## src/common/gpibd_pkg.sv

```systemverilog
// Constants and state types for the bus command decoder
package gpibd_pkg;
  // Multiline command codes, seven bits
  localparam logic [6:0] CMD_GTL = 7'h01;
  localparam logic [6:0] CMD_SDC = 7'h04;
  localparam logic [6:0] CMD_GET = 7'h08;
  localparam logic [6:0] CMD_LLO = 7'h11;
  localparam logic [6:0] CMD_DCL = 7'h14;
  localparam logic [6:0] CMD_SPE = 7'h18;
  localparam logic [6:0] CMD_SPD = 7'h19;
  localparam logic [6:0] CMD_UNL = 7'h3F;
  localparam logic [6:0] CMD_UNT = 7'h5F;
  // Command group held in bits 6:5
  localparam logic [1:0] GRP_LAG = 2'h1;
  localparam logic [1:0] GRP_TAG = 2'h2;
  localparam logic [1:0] GRP_SCG = 2'h3;
  localparam int GRP_HI = 6;
  localparam int GRP_LO = 5;
  localparam int ADDR_HI = 4;
  localparam int CMD_HI = 6;
  localparam int RQS_BIT = 6;
  // Synchronised pin bundle layout
  localparam int PIN_W = 15;
  localparam int PIN_DIO_HI = 7;
  localparam int PIN_ATN = 8;
  localparam int PIN_IFC = 9;
  localparam int PIN_REN = 10;
  localparam int PIN_DAV = 11;
  localparam int PIN_NRFD = 12;
  localparam int PIN_NDAC = 13;
  localparam int PIN_EOI = 14;
  localparam logic [PIN_W-1:0] PIN_IDLE = 15'h7FFF;
  // Source settling time before data valid
  localparam int CLK_NS = 20;
  localparam int SETTLE_NS = 2000;
  localparam int SETTLE_CYC = (SETTLE_NS + CLK_NS - 1) / CLK_NS;
  localparam int CNT_W = 8;
  localparam logic [CNT_W-1:0] SETTLE_LOAD = CNT_W'(SETTLE_CYC - 1);
  localparam logic [CNT_W-1:0] CNT_ZERO = 8'h00;
  typedef enum logic [1:0] {AH_IDLE, AH_READY, AH_HOLD, AH_DONE} gpibd_ah_e;
  typedef enum logic [1:0] {SH_IDLE, SH_GET, SH_SETTLE, SH_XFER} gpibd_sh_e;
endpackage : gpibd_pkg

```

## src/common/gpibd_if.sv

```systemverilog
// Carrier between the decoder and its source handshake
`timescale 1ns/10ps
interface gpibd_if;
  logic talk_act;
  logic tx_valid;
  logic [7:0] tx_data;
  logic tx_eoi;
  logic tx_take;
  logic nrfd_t;
  logic ndac_t;
  logic [7:0] dio_oe;
  logic dav_oe;
  logic eoi_oe;
  modport ctl (
    output talk_act, tx_valid, tx_data, tx_eoi, nrfd_t, ndac_t,
    input tx_take, dio_oe, dav_oe, eoi_oe
  );
  modport sh (
    input talk_act, tx_valid, tx_data, tx_eoi, nrfd_t, ndac_t,
    output tx_take, dio_oe, dav_oe, eoi_oe
  );
endinterface : gpibd_if

```

## src/rtl/gpibd_sync.sv

```systemverilog
// Three-stage pin synchroniser with agreement filter
`timescale 1ns/10ps
module gpibd_sync #(
  parameter int W = 1,
  parameter logic [W-1:0] IDLE = '1
) (
  input wire logic clk,
  input wire logic rst,
  input wire logic [W-1:0] d,
  output logic [W-1:0] q
);
  logic [W-1:0] s1_r;
  logic [W-1:0] s2_r;
  logic [W-1:0] s3_r;
  logic [W-1:0] q_r;
  wire [W-1:0] agree = ~(s2_r ^ s3_r);
  wire [W-1:0] q_nxt = (s2_r & agree) | (q_r & ~agree);

  always_ff @(posedge clk or posedge rst)
  begin
    if (rst)
    begin
      s1_r <= IDLE;
      s2_r <= IDLE;
      s3_r <= IDLE;
      q_r <= IDLE;
    end
    else
    begin
      s1_r <= d;
      s2_r <= s1_r;
      s3_r <= s2_r;
      q_r <= q_nxt;
    end
  end

  assign q = q_r;
endmodule : gpibd_sync

```

## src/rtl/gpibd_src.sv

```systemverilog
// Source handshake: places bytes on the bus as talker
`timescale 1ns/10ps
module gpibd_src (
  input wire logic clk,
  input wire logic rst,
  gpibd_if.sh bus
);
  gpibd_pkg::gpibd_sh_e st_r;
  gpibd_pkg::gpibd_sh_e st_nxt;
  logic [gpibd_pkg::CNT_W-1:0] cnt_r;
  logic [7:0] dio_r;
  logic eoi_r;
  logic dav_r;
  wire in_get = (st_r == gpibd_pkg::SH_GET);
  wire take = in_get && bus.tx_valid && bus.talk_act;
  wire lines_ok = !bus.nrfd_t && bus.ndac_t;
  wire settled = (cnt_r == gpibd_pkg::CNT_ZERO);

  always_comb
  begin
    st_nxt = st_r;
    case (st_r)
      gpibd_pkg::SH_IDLE: st_nxt = gpibd_pkg::SH_GET;
      gpibd_pkg::SH_GET: if (take) st_nxt = gpibd_pkg::SH_SETTLE;
      // Data valid only once all acceptors are ready
      gpibd_pkg::SH_SETTLE: if (settled && lines_ok) st_nxt = gpibd_pkg::SH_XFER;
      gpibd_pkg::SH_XFER: if (!bus.ndac_t) st_nxt = gpibd_pkg::SH_GET;
      default: st_nxt = gpibd_pkg::SH_IDLE;
    endcase
    if (!bus.talk_act)
      st_nxt = gpibd_pkg::SH_IDLE;
  end

  always_ff @(posedge clk or posedge rst)
  begin
    if (rst)
    begin
      st_r <= gpibd_pkg::SH_IDLE;
      cnt_r <= gpibd_pkg::CNT_ZERO;
      dio_r <= 8'h00;
      eoi_r <= 1'b0;
      dav_r <= 1'b0;
    end
    else
    begin
      st_r <= st_nxt;
      if (take)
        cnt_r <= gpibd_pkg::SETTLE_LOAD;
      else if (!settled)
        cnt_r <= cnt_r - 1'b1;
      if (st_nxt == gpibd_pkg::SH_IDLE)
      begin
        dio_r <= 8'h00;
        eoi_r <= 1'b0;
      end
      else if (take)
      begin
        dio_r <= bus.tx_data;
        eoi_r <= bus.tx_eoi;
      end
      dav_r <= (st_nxt == gpibd_pkg::SH_XFER);
    end
  end

  assign bus.tx_take = take;
  assign bus.dio_oe = dio_r;
  assign bus.eoi_oe = eoi_r;
  assign bus.dav_oe = dav_r;
endmodule : gpibd_src

```

## src/rtl/gpibd_top.sv

```systemverilog
// Device-side decoder for bus interface commands
// Behaviour
// - Addressed commands act only while addressed listener
// - Selective clear restores defaults like device clear
// - Go-to-local while listener leaves remote mode
// - Group trigger while listener pulses trigger output
// - Own listen address makes device listener
// - Own talk address makes device talker
// - Secondary command group bytes are ignored
// - Unlisten drops listener addressing
// - Untalk drops talker addressing
// - Attention-false bytes go to parser when listening
// - Lockout, clear, poll enable/disable decoded universally
// - Talk when addressed or with talk_only set; listen address unaddresses
// - Listen only when addressed; talk address unaddresses
// - Full source and acceptor handshakes
// - Service request and status byte on poll
// - Remote, local and lockout states under control
// - Never drive attention, clear or enable lines
// - Bus lines only pulled low, else released
// - Interface clear idles talker and listener
// - Enable plus own listen address enters remote
`timescale 1ns/10ps
module gpibd_top (
  input wire logic clk,
  input wire logic rst,
  input wire logic [4:0] my_addr,
  input wire logic talk_only,
  input wire logic local_req,
  input wire logic [7:0] dio_n_in,
  output logic [7:0] dio_n_out,
  output logic [7:0] dio_n_oe,
  input wire logic atn_n_in,
  input wire logic ifc_n_in,
  input wire logic ren_n_in,
  input wire logic eoi_n_in,
  output logic eoi_n_out,
  output logic eoi_n_oe,
  input wire logic dav_n_in,
  output logic dav_n_out,
  output logic dav_n_oe,
  input wire logic nrfd_n_in,
  output logic nrfd_n_out,
  output logic nrfd_n_oe,
  input wire logic ndac_n_in,
  output logic ndac_n_out,
  output logic ndac_n_oe,
  output logic srq_n_out,
  output logic srq_n_oe,
  output logic [7:0] rx_data,
  output logic rx_eoi,
  output logic rx_valid,
  input wire logic rx_ready,
  input wire logic [7:0] tx_data,
  input wire logic tx_eoi,
  input wire logic tx_valid,
  output logic tx_ready,
  input wire logic [7:0] status_byte,
  input wire logic rsv,
  output logic trigger,
  output logic dev_clear,
  output logic listener,
  output logic talker,
  output logic remote,
  output logic lockout,
  output logic spoll_mode
);
  logic [gpibd_pkg::PIN_W-1:0] pin_s;
  gpibd_pkg::gpibd_ah_e ah_r;
  gpibd_pkg::gpibd_ah_e ah_nxt;
  logic [7:0] cap_r;
  logic cap_eoi_r;
  logic cap_atn_r;
  logic lad_r;
  logic lad_nxt;
  logic tad_r;
  logic tad_nxt;
  logic spms_r;
  logic spms_nxt;
  logic rem_r;
  logic rem_nxt;
  logic llo_r;
  logic llo_nxt;
  logic trig_r;
  logic clr_r;
  logic poll_done_r;
  logic srq_oe_r;
  logic nrfd_oe_r;
  logic ndac_oe_r;

  gpibd_if sh_if ();

  // All bus inputs pass the three-stage filter
  gpibd_sync #(
    .W(gpibd_pkg::PIN_W),
    .IDLE(gpibd_pkg::PIN_IDLE)
  ) u_sync (
    .clk(clk),
    .rst(rst),
    .d({eoi_n_in, ndac_n_in, nrfd_n_in, dav_n_in, ren_n_in, ifc_n_in,
        atn_n_in, dio_n_in}),
    .q(pin_s)
  );

  gpibd_src u_src (
    .clk(clk),
    .rst(rst),
    .bus(sh_if.sh)
  );

  // Lines are low-true; convert to true-high levels
  wire atn_s = !pin_s[gpibd_pkg::PIN_ATN];
  wire ifc_s = !pin_s[gpibd_pkg::PIN_IFC];
  wire ren_s = !pin_s[gpibd_pkg::PIN_REN];
  wire dav_s = !pin_s[gpibd_pkg::PIN_DAV];
  wire eoi_s = !pin_s[gpibd_pkg::PIN_EOI];
  wire [7:0] dio_s = ~pin_s[gpibd_pkg::PIN_DIO_HI:0];

  // Command decode on the captured byte, bit 7 dropped
  wire [6:0] cmd = cap_r[gpibd_pkg::CMD_HI:0];
  wire [1:0] grp = cmd[gpibd_pkg::GRP_HI:gpibd_pkg::GRP_LO];
  wire addr_hit = (cmd[gpibd_pkg::ADDR_HI:0] == my_addr);
  wire cmd_go = (ah_r == gpibd_pkg::AH_HOLD) && cap_atn_r;
  wire is_unl = (cmd == gpibd_pkg::CMD_UNL);
  wire is_unt = (cmd == gpibd_pkg::CMD_UNT);
  wire is_mla = (grp == gpibd_pkg::GRP_LAG) && addr_hit && !is_unl;
  wire is_mta = (grp == gpibd_pkg::GRP_TAG) && addr_hit && !is_unt;
  wire is_ota = (grp == gpibd_pkg::GRP_TAG) && !addr_hit && !is_unt;
  // Secondary group matches none of the decodes below
  wire addressed_ok = cmd_go && lad_r;
  wire do_gtl = addressed_ok && (cmd == gpibd_pkg::CMD_GTL);
  wire do_sdc = addressed_ok && (cmd == gpibd_pkg::CMD_SDC);
  wire do_get = addressed_ok && (cmd == gpibd_pkg::CMD_GET);
  wire do_llo = cmd_go && (cmd == gpibd_pkg::CMD_LLO);
  wire do_dcl = cmd_go && (cmd == gpibd_pkg::CMD_DCL);
  wire do_spe = cmd_go && (cmd == gpibd_pkg::CMD_SPE);
  wire do_spd = cmd_go && (cmd == gpibd_pkg::CMD_SPD);
  wire do_clr = do_sdc || do_dcl;

  // Acceptor engaged on any command or as listener for data
  wire engaged = !ifc_s && (atn_s || lad_r);
  wire srq_pend = rsv && !poll_done_r;
  wire [7:0] stb = {status_byte[7], srq_pend, status_byte[5:0]};
  wire stb_sent = sh_if.tx_take && spms_r;

  always_comb
  begin
    ah_nxt = ah_r;
    case (ah_r)
      gpibd_pkg::AH_IDLE: ah_nxt = gpibd_pkg::AH_READY;
      gpibd_pkg::AH_READY: if (dav_s) ah_nxt = gpibd_pkg::AH_HOLD;
      gpibd_pkg::AH_HOLD:
        if (cap_atn_r || rx_ready) ah_nxt = gpibd_pkg::AH_DONE;
      gpibd_pkg::AH_DONE: if (!dav_s) ah_nxt = gpibd_pkg::AH_READY;
      default: ah_nxt = gpibd_pkg::AH_IDLE;
    endcase
    if (!engaged)
      ah_nxt = gpibd_pkg::AH_IDLE;
  end

  always_comb
  begin
    lad_nxt = lad_r;
    tad_nxt = tad_r;
    if (ifc_s)
    begin
      lad_nxt = 1'b0;
      tad_nxt = 1'b0;
    end
    else if (cmd_go)
    begin
      if (is_unl)
        lad_nxt = 1'b0;
      else if (is_mla)
      begin
        lad_nxt = 1'b1;
        tad_nxt = 1'b0;
      end
      if (is_unt || is_ota)
        tad_nxt = 1'b0;
      else if (is_mta)
      begin
        tad_nxt = 1'b1;
        lad_nxt = 1'b0;
      end
    end
  end

  always_comb
  begin
    spms_nxt = spms_r;
    if (ifc_s || do_spd || do_clr)
      spms_nxt = 1'b0;
    else if (do_spe)
      spms_nxt = 1'b1;
    rem_nxt = rem_r;
    llo_nxt = llo_r;
    if (!ren_s)
    begin
      rem_nxt = 1'b0;
      llo_nxt = 1'b0;
    end
    else
    begin
      if (do_llo)
        llo_nxt = 1'b1;
      if (do_gtl)
        rem_nxt = 1'b0;
      else if (cmd_go && is_mla)
        rem_nxt = 1'b1;
      else if (local_req && !llo_r)
        rem_nxt = 1'b0;
    end
  end

  always_ff @(posedge clk or posedge rst)
  begin
    if (rst)
    begin
      ah_r <= gpibd_pkg::AH_IDLE;
      cap_r <= 8'h00;
      cap_eoi_r <= 1'b0;
      cap_atn_r <= 1'b0;
      nrfd_oe_r <= 1'b0;
      ndac_oe_r <= 1'b0;
    end
    else
    begin
      ah_r <= ah_nxt;
      if ((ah_r == gpibd_pkg::AH_READY) && dav_s)
      begin
        cap_r <= dio_s;
        cap_eoi_r <= eoi_s;
        cap_atn_r <= atn_s;
      end
      nrfd_oe_r <= (ah_nxt == gpibd_pkg::AH_HOLD) ||
                   (ah_nxt == gpibd_pkg::AH_DONE);
      ndac_oe_r <= (ah_nxt == gpibd_pkg::AH_READY) ||
                   (ah_nxt == gpibd_pkg::AH_HOLD);
    end
  end

  always_ff @(posedge clk or posedge rst)
  begin
    if (rst)
    begin
      lad_r <= 1'b0;
      tad_r <= 1'b0;
      spms_r <= 1'b0;
      rem_r <= 1'b0;
      llo_r <= 1'b0;
      trig_r <= 1'b0;
      clr_r <= 1'b0;
      poll_done_r <= 1'b0;
      srq_oe_r <= 1'b0;
    end
    else
    begin
      lad_r <= lad_nxt;
      tad_r <= tad_nxt;
      spms_r <= spms_nxt;
      rem_r <= rem_nxt;
      llo_r <= llo_nxt;
      trig_r <= do_get;
      clr_r <= do_clr;
      if (stb_sent && rsv)
        poll_done_r <= 1'b1;
      else if (!rsv)
        poll_done_r <= 1'b0;
      srq_oe_r <= srq_pend;
    end
  end

  // Talker feeds status byte while serial poll mode is on
  assign sh_if.talk_act = (tad_r || talk_only) && !atn_s && !ifc_s;
  assign sh_if.tx_valid = spms_r || tx_valid;
  assign sh_if.tx_data = spms_r ? stb : tx_data;
  assign sh_if.tx_eoi = !spms_r && tx_eoi;
  assign sh_if.nrfd_t = !pin_s[gpibd_pkg::PIN_NRFD];
  assign sh_if.ndac_t = !pin_s[gpibd_pkg::PIN_NDAC];
  assign tx_ready = sh_if.tx_take && !spms_r;

  // Open-drain: level always low, enable decides
  assign dio_n_out = 8'h00;
  assign dio_n_oe = sh_if.dio_oe;
  assign eoi_n_out = 1'b0;
  assign eoi_n_oe = sh_if.eoi_oe;
  assign dav_n_out = 1'b0;
  assign dav_n_oe = sh_if.dav_oe;
  assign nrfd_n_out = 1'b0;
  assign nrfd_n_oe = nrfd_oe_r;
  assign ndac_n_out = 1'b0;
  assign ndac_n_oe = ndac_oe_r;
  assign srq_n_out = 1'b0;
  assign srq_n_oe = srq_oe_r;

  assign rx_data = cap_r;
  assign rx_eoi = cap_eoi_r;
  assign rx_valid = (ah_r == gpibd_pkg::AH_HOLD) && !cap_atn_r;
  assign trigger = trig_r;
  assign dev_clear = clr_r;
  assign listener = lad_r;
  assign talker = tad_r;
  assign remote = rem_r;
  assign lockout = llo_r;
  assign spoll_mode = spms_r;
endmodule : gpibd_top

```

## config.mk

```make
export PLATFORM = sky130hd
export DESIGN_NAME = gpibd_top
export DESIGN_NICKNAME = d
export VERILOG_FILES = /design/src/common/gpibd_pkg.sv /design/src/common/gpibd_if.sv /design/src/rtl/gpibd_sync.sv /design/src/rtl/gpibd_src.sv /design/src/rtl/gpibd_top.sv
export SDC_FILE = /design/constraint.sdc
export NUM_CORES = 1
export LEC_CHECK = 0
export ABC_AREA = 1
export BUFFER_PORTS_ARGS = -buffer_cell sky130_fd_sc_hd__clkbuf_2
export CORE_UTILIZATION = 30
export DETAILED_ROUTE_END_ITERATION = 7
export GPL_TIMING_DRIVEN = 0
export SYNTH_ARGS = -nofsm -noshare
export SYNTH_HDL_FRONTEND = slang
export SYNTH_SLANG_ARGS = --single-unit
```

## constraint.sdc

```tcl
create_clock -name clk -period 3.88 [get_ports clk]
set_input_delay 0.388 -clock clk [delete_from_list [all_inputs] [get_ports clk]]
set_output_delay 0.388 -clock clk [all_outputs]
set_load 0.01 [all_outputs]
```

# [Word level (Yosys, flattened, before mapping)]
# Cells that the tools add are included.
[totals] latchBits=0 input_bits=44 wordCells=160 memories=0 ramBits=0 register_bits=103 out_inout_bits=44 rom_bits=0
[op_classes] n_lt_le_gt_ge=0 eq_ne=27 shifts=0 bitwise=7 mux=39 n_div=0 n_addsub=1 mul=0 reduce_logical=62
[ops] operator="$mux W8" n=5
[ops] operator="$logic_and A1 B1 Y1" n=31
[ops] operator="$and A15 B15 Y15" n=2
[ops] operator="$not A15 Y15" n=2
[ops] operator="$eq A7 B5 Y1 const B" n=4
[ops] operator="$mux W1" n=24
[ops] operator="$eq A2 B2 Y1 const B" n=8
[ops] operator="$mux W2" n=8
[ops] operator="$pmux W2 S4" n=2
[ops] operator="$or A15 B15 Y15" n=1
[ops] operator="$xor A15 B15 Y15" n=1
[ops] operator="$logic_not A1 Y1" n=12
[ops] operator="$logic_or A1 B1 Y1" n=10
[ops] operator="$eq A2 B1 Y1 const B" n=4
[ops] operator="$logic_not A8 Y1" n=1
[ops] operator="$ne A4 B4 Y1 const B" n=2
[ops] operator="$not A8 Y8" n=1
[ops] operator="$sub A8 B1 Y8 const B" n=1
[ops] operator="$eq A7 B1 Y1 const B" n=1
[ops] operator="$eq A7 B3 Y1 const B" n=1
[ops] operator="$eq A7 B4 Y1 const B" n=1
[ops] operator="$eq A7 B6 Y1 const B" n=1
[ops] operator="$eq A7 B7 Y1 const B" n=1
[ops] operator="$logic_not A2 Y1" n=3
[ops] operator="6 further kinds" n=9

# [Longest topological paths before layout]
# Gate-level depths: netlist (run 1).
[logic_depth] word_depth=9 ltp_mapped=11 ltp_nobuf=10

# [Modules after synthesis]
# Synthesis (run 1) repeated with hierarchy kept, for this count alone.
[unflattened] hier_cells=444 area_unflattened_um2=4206.5
[by_module_without_submodules] mod="gpibd_sync" area_each_um2=1824.2 cells_each=121 seq_area_each_um2=1576.5 instances=1
[by_module_without_submodules] mod="gpibd_top" area_each_um2=1413.9 cells_each=201 seq_area_each_um2=575.6 instances=1
[by_module_without_submodules] mod="gpibd_src" area_each_um2=968.4 cells_each=122 seq_area_each_um2=500.5 instances=1

# [Least setup slack after synthesis (run 1)]
# OpenSTA, ideal clock, no wires.
[synth_timing] kind="reg2reg" start="register with a tool-made name" end="register nrfd_oe_r, in the netlist nrfd_n_oe" arrival_time_ns=1.534 n_path_buf=0 path_stages_with_launch=8 slack_ns=2.219 path_cell_list="dfstp_2 -> inv_2 -> a21oi_1 -> inv_1 -> nor3_1 -> inv_1 -> ha_1 -> or2_2"
[synth_lines] item="end signal, assigned" line_no="gpibd_top.sv:236" text="nrfd_oe_r <= (ah_nxt == gpibd_pkg::AH_HOLD) ||"
[synth_lines] item="end, declared" line_no="gpibd_top.sv:88" text="logic nrfd_oe_r;"

# [Final worst setup path (run 1)]
[layout_timing] start="register spms_r, in the netlist spoll_mode" end="output tx_ready"
[layout_via] elab_chain_cells=4 elab_cells_between_ends=5
[layout_lines] item="start, declared" line_no="gpibd_top.sv:78" text="logic spms_r;"
[layout_lines] item="start signal, assigned" line_no="gpibd_top.sv:261" text="spms_r <= spms_nxt;"
[layout_lines] item="$logic_or A1 B1 Y1" line_no="gpibd_top.sv:276" text="assign sh_if.tx_valid = spms_r || tx_valid;"
[layout_lines] item="$logic_and A1 B1 Y1 (2 in series)" line_no="gpibd_src.sv:15" text="wire take = in_get && bus.tx_valid && bus.talk_act;"
[layout_lines] item="$logic_and A1 B1 Y1 (*)" line_no="gpibd_top.sv:281" text="assign tx_ready = sh_if.tx_take && !spms_r;"
[layout_lines] item="end, declared" line_no="gpibd_top.sv:57" text="output logic tx_ready,"
# Every way passes the cells marked *; elsewhere a longest branch is shown, timed or not.

==> results of run 1 <==
[layout by cell type, fill, tap and decap left out, types with 2 or more instances in the layout]
cell / n
nand4_1: 5
maj3_1: 15
clkbuf_16: 9
nor2_1: 23
conb_1: 13
xnor2_1: 2
o21ai_0: 13
dfstp_2: 60
clkinv_2: 2
buf_4: 13
a21oi_1: 11
clkbuf_2: 73
inv_1: 39
ha_1: 3
nand2_1: 102
clkbuf_1: 3
nor3_1: 5
nand3_1: 20
buf_2: 4
o21ai_1: 3
dfrtp_1: 43
nor3_2: 2
nor4_1: 3
inv_2: 6
inv_6: 4
[final cells by class]
class	instances	area, sq um	share of cell area
inverter	47	179	0.0357
timing repair buffer	74	393	0.0784
sequential	103	2650	0.530
multi-input combinational	230	1150	0.229
clock buffer	9	225	0.0450
buffer	21	140	0.0280
tap	176	220	0.0440
clock inverter	7	52.6	0.0105
[layer usage]
metal,GRT usage,wire (microns)
met2,0.193,3550
met3,0.0415,440
met4,0.0649,208
met1,0.154,3610
met5,0,0
[cells by family after synthesis]
family	Yosys count	synth area share
other cells	1	0.000921
fa+ha+maj	18	0.0461
compound gates	29	0.0369
flops	103	0.652
simple gates	167	0.180
xor+xnor	3	0.00646
buf+inv	68	0.0778
[report_power, final]
part | internal (mW) | total [mW] | switching (mW)
sequential | 1.23 | 1.35 | 0.119
combinational | 0.186 | 0.453 | 0.267
clock | 0.442 | 0.852 | 0.411
[Yosys cell counts (all sizes together), types with 5 or more instances]
library cell	count	area share
o21ai	16	0.020
buf	18	0.032
a21oi	11	0.014
dfstp	60	0.39
nor3	8	0.015
nand2	103	0.097
nor2	23	0.021
inv	46	0.042
nand4	5	0.0077
dfrtp	43	0.26
maj3	15	0.037
nand3	21	0.027
[how the worst min path moves through the flow]
| stage | endpoint | slack (ns) |
|---|---|---|
| after global placement | u_sync.s2_r[0]$_DFF_PP1_ | 0.35 |
| after detailed placement | u_sync.s2_r[5]$_DFF_PP1_ | 0.35 |
| final | u_src.bus.dav_oe$_DFF_PP0_ | 0.04 |
| after global routing | u_src.st_r[0]$_DFF_PP0_ | 0.09 |
| after floorplan | u_sync.s2_r[0]$_DFF_PP1_ | 0.35 |
| after CTS | u_src.bus.dav_oe$_DFF_PP0_ | 0.06 |
[worst register-to-register path, stage by stage, from the launching register on]
cell and delay, ns:
dfstp_2 0.60, inv_2 0.08, a21oi_1 0.14, inv_1 0.07, nor3_1 0.30, inv_1 0.09
ha_1 0.20, or2_2 0.27
==> impl_metrics.json, run 1 <==
{
  "grt_max_degree": 69,
  "synth-edff-count": 0,
  "vdd_drop_max_v": 0.000233,
  "drtIter0Drc": 138,
  "p_leak_nw": 2.52,
  "core_sq_mm": 0.0132,
  "worst_slew_pin_slew_ns": 0.538,
  "crit_top_cell": "inv_2",
  "htreeDepth": 3,
  "end_kind": "output pin",
  "final_cells": 667,
  "ys.flop_type": "dfstp_2",
  "cts_setup_buffers": 0,
  "clk_pin_slew_ns": 0.07,
  "syn-cell-area_sq_mm": 0.00407,
  "hold_ws_ns": 0.0428,
  "cpMaxStageDelayCell": "dfrtp_1",
  "async_flop_share": 1.00,
  "outcome": "finished, final reports clean",
  "wl_per_cell_microns": 11.7,
  "r2r_cells": 7,
  "antenna_found_initial": 0,
  "path_delay_family": "buffers and inverters",
  "fmax_mhz": 469,
  "place_ws_ns": 1.99,
  "critPathKind": "reg2out",
  "grt_pass1_wl_mm": 13.4,
  "layout-drive-gt1-share": 0.371,
  "clockBufferDepth": 2,
  "drtPass1Iterations": 4,
  "crit_end": "tx_ready",
  "syn_inst": 389,
  "synth_area_per_cell_sq_um": 10.5,
  "r2r_slack_ns": 2.00,
  "cts_tree": "built",
  "critPathRequiredTime_ns": 3.49,
  "finalNetCount": 533,
  "path_cells": "buf_2 -> nor2_1 -> nor3_2 -> nand2_4 -> inv_2 -> nand2_1 -> inv_2 -> clkbuf_2",
  "ys_warn_count": 0,
  "crit_arrival_ns": 1.74,
  "clk-insertion-delay-late_ns": 0.35,
  "overflow": 0,
  "hp-class": "in2async",
  "cp.depth": 8,
  "final_antenna_net_count": 0,
  "setup_viol": 0,
  "cts-root-buf": "clkbuf_16",
  "grt_pass1_vias": 2793,
  "vias": 2799,
  "critPathMaxFanout": 10,
  "drcViolationCount": 0,
  "relSlewSlack": 0.641,
  "vias_per_cell": 4.20,
  "ys_types": 33,
  "ys_ff_latch": 103,
  "startpoint_type": "register",
  "fin_setup_tns_ns": 0,
  "finalHoldViolCount": 0,
  "rows": 42,
  "grtUsageTotal": 0.124,
  "path_buf_inv": 4,
  "yosysSeqAreaShare": 0.652,
  "gp_congestion": 0.763,
  "p_per_area_mw_per_mm2": 530,
  "dpl_cell_area_sq_mm": 0.00473,
  "cap_violations": 0,
  "finalMaxSlewViolations": 0,
  "rr_endpoint": "nrfd_n_oe$_DFF_PP0_",
  "dp_hpwl_mm": 5.71,
  "start_util": 0.307,
  "fin_ws_ns": 1.75,
  "cpPeakStageDelay_ns": 0.37,
  "area_delta_synth_final_pct": 23.1,
  "numCtsBuffers": 9,
  "die_area_sq_mm": 0.0140,
  "die_w_microns": 118,
  "design_area_sq_mm": 0.00501,
  "die_h_microns": 118,
  "diodes": 0,
  "placed_cells": 651,
  "finalCritPeriodShare": 0.550,
  "fin_crit_ns": 2.13,
  "clock_skew_ns": 0.00946,
  "hold_buffers": 0,
  "io_pins": 88,
  "post_cts_resized": 0,
  "crit_path_start": "spoll_mode$_DFFE_PP0P_",
  "rsz0062_at_grt": "no",
  "numPortBuffers": 73,
  "finalPower_mw": 2.66,
  "num-fill-cells": 1347,
  "cts_sinks": 103,
  "final_core_util": 0.378,
  "wl_mm": 7.82
}
(Power assumes the default switching activity.)
==> run 2: changes to the inputs <==
==> constraint.sdc (replaced) <==
create_clock -name clk -period 1.8 [get_ports clk]
set_input_delay 0.18 -clock clk [delete_from_list [all_inputs] [get_ports clk]]
set_output_delay 0.18 -clock clk [all_outputs]
set_load 0.01 [all_outputs]
==> run 2 against run 1 <==
Core utilization increased by 2.1 points; first-iteration DRC count shrank 12%; final area grew 5.6%; power increased by 120%; combinational power up 130%; critical path type unchanged; largest cell class unchanged; largest power group unchanged.
==> impl_metrics.json, run 2 (synthesis results as in run 1) <==
{
  "outcome": "finished, final reports clean",
  "gp_congestion": 0.756,
  "grtUsageTotal": 0.125,
  "die_area_sq_mm": 0.0140,
  "start_util": 0.307,
  "clockBufferDepth": 2,
  "cap_violations": 0,
  "fin_crit_ns": 1.75,
  "finalPower_mw": 5.97,
  "grt_pass1_wl_mm": 13.4,
  "crit_end": "tx_ready",
  "layout_commonest_cell": "nand2_1",
  "layout_common_cells": "nand2_1 (102), clkbuf_2 (72), dfstp_2 (60)",
  "dpl_cell_area_sq_mm": 0.00474,
  "r2r_cells": 7,
  "clock_skew_ns": 0.00816,
  "critPathKind": "reg2out",
  "grt_max_degree": 41,
  "finalNetCount": 556,
  "cts-root-buf": "clkbuf_16",
  "clk_pin_slew_ns": 0.07,
  "drtPass1Iterations": 4,
  "startpoint_type": "register",
  "vias": 2878,
  "grt_pass1_vias": 2837,
  "drtIter0Drc": 122,
  "relSlewSlack": 0.511,
  "core_sq_mm": 0.0132,
  "final_cells": 690,
  "end_kind": "output pin",
  "final_antenna_net_count": 0,
  "setup_viol": 0,
  "design_area_sq_mm": 0.00529,
  "overflow": 0,
  "dp_hpwl_mm": 5.77,
  "rr_endpoint": "nrfd_n_oe$_DFF_PP0_",
  "rsz0062_at_grt": "yes",
  "wl_mm": 8.12,
  "clk-insertion-delay-late_ns": 0.35,
  "diodes": 0,
  "drcViolationCount": 0,
  "finalHoldViolCount": 0,
  "critPathRequiredTime_ns": 1.62,
  "cts_sinks": 103,
  "crit_arrival_ns": 1.57,
  "finalMaxSlewViolations": 0,
  "numPortBuffers": 73,
  "die_w_microns": 118,
  "hp-class": "in2reg",
  "numCtsBuffers": 9,
  "fmax_mhz": 571,
  "wl_per_cell_microns": 11.8,
  "layout-drive-gt1-share": 0.368,
  "worst_slew_pin_slew_ns": 0.731,
  "placed_cells": 652,
  "critPathMaxFanout": 4,
  "cts_tree": "built",
  "die_h_microns": 118,
  "htreeDepth": 3,
  "area_delta_synth_final_pct": 29.9,
  "vias_per_cell": 4.17,
  "p_per_area_mw_per_mm2": 1130,
  "antenna_found_initial": 0,
  "io_pins": 88,
  "r2r_slack_ns": 0.11,
  "finalCritPeriodShare": 0.973,
  "p_leak_nw": 2.63,
  "rows": 42,
  "vdd_drop_max_v": 0.000518
}
==> run 2: cell count changes in the layout (fill, tap and decap cells not counted), sizes merged <==
cell / previous run / this run
bufinv: 0 / 1
clkinv: 3 / 1
clkinvlp: 1 / 2
dlygate4sd3: 0 / 16
buf: 19 / 27
inv: 50 / 49
==> run 2: repair_timing <==
item,in CTS,in global routing
gates resized for setup,3,5
setup endpoints to repair,2,4
gates cloned,0,0
endpoints found under the hold margin,39,0
hold buffers,16,0
pin swaps,2,2
setup buffers,6,0
==> run 2: final cells by class <==
class,count,area [sq um]
clock inverters,6,75.1
multi-input cells,230,1170
well taps,176,220
repair buffers,97,611
fillers,1326,7960
plain buffers,21,146
inverters,47,183
clock buffers,10,229
flip-flops and latches,103,2650
==> run 2: per-layer routing <==
metal / vias to the layer above / routed length [microns] / track usage
met5: - / 0 / 0
met4: 0 / 190 / 0.0680
met3: 13 / 475 / 0.0473
met2: 67 / 3820 / 0.191
met1: 1360 / 3640 / 0.153
li1: 1438 / - / -
==> run 2: worst min path at each step <==
stage | from | to | slack [ns] | cells past startpoint
after floorplan | dio_n_in[0] | u_sync.s1_r[0]$_DFF_PP1_ | 0.18 | 0
after global placement | dav_n_in | u_sync.s1_r[11]$_DFF_PP1_ | 0.27 | 1
after detailed placement | dio_n_in[1] | u_sync.s1_r[1]$_DFF_PP1_ | 0.27 | 1
after CTS | tx_eoi | u_src.bus.eoi_oe$_DFFE_PP0P_ | 0.02 | 3
after global routing | tx_eoi | u_src.bus.eoi_oe$_DFFE_PP0P_ | 0.05 | 3
final | tx_eoi | u_src.bus.eoi_oe$_DFFE_PP0P_ | 0.03 | 3
==> run 2: through the flow <==
step	TNS [ns]	hold slack, ns	setup WS, ns	utilization
after floorplan	0	0.184	0.139	-
after global placement	-9.76	0.268	-0.234	0.355
after detailed placement	-0.0936	0.269	-0.0936	0.358
after CTS	0	0.0210	0.00137	0.398
after global routing	-0.0155	0.0450	-0.0155	0.399
final	0	0.0336	0.0483	0.399
==> run 2: report_power, final <==
| part | total, mW | internal, mW | leakage (nW) | switching (mW) |
|---|---|---|---|---|
| Sequential | 2.92 | 2.66 | 1.19 | 0.268 |
| Combinational | 1.05 | 0.444 | 1.29 | 0.605 |
| Clock | 2.00 | 1.10 | 0.146 | 0.895 |
| Total | 5.97 | 4.20 | 2.63 | 1.77 |
==> run 2: worst max-delay path: stages, from the launching register on <==
cell and delay (ns):
dfstp_2 0.56, inv_2 0.07, nor3_4 0.21, nand2_4 0.09, inv_4 0.07, nand2_1 0.06, inv_2 0.05, buf_2 0.12
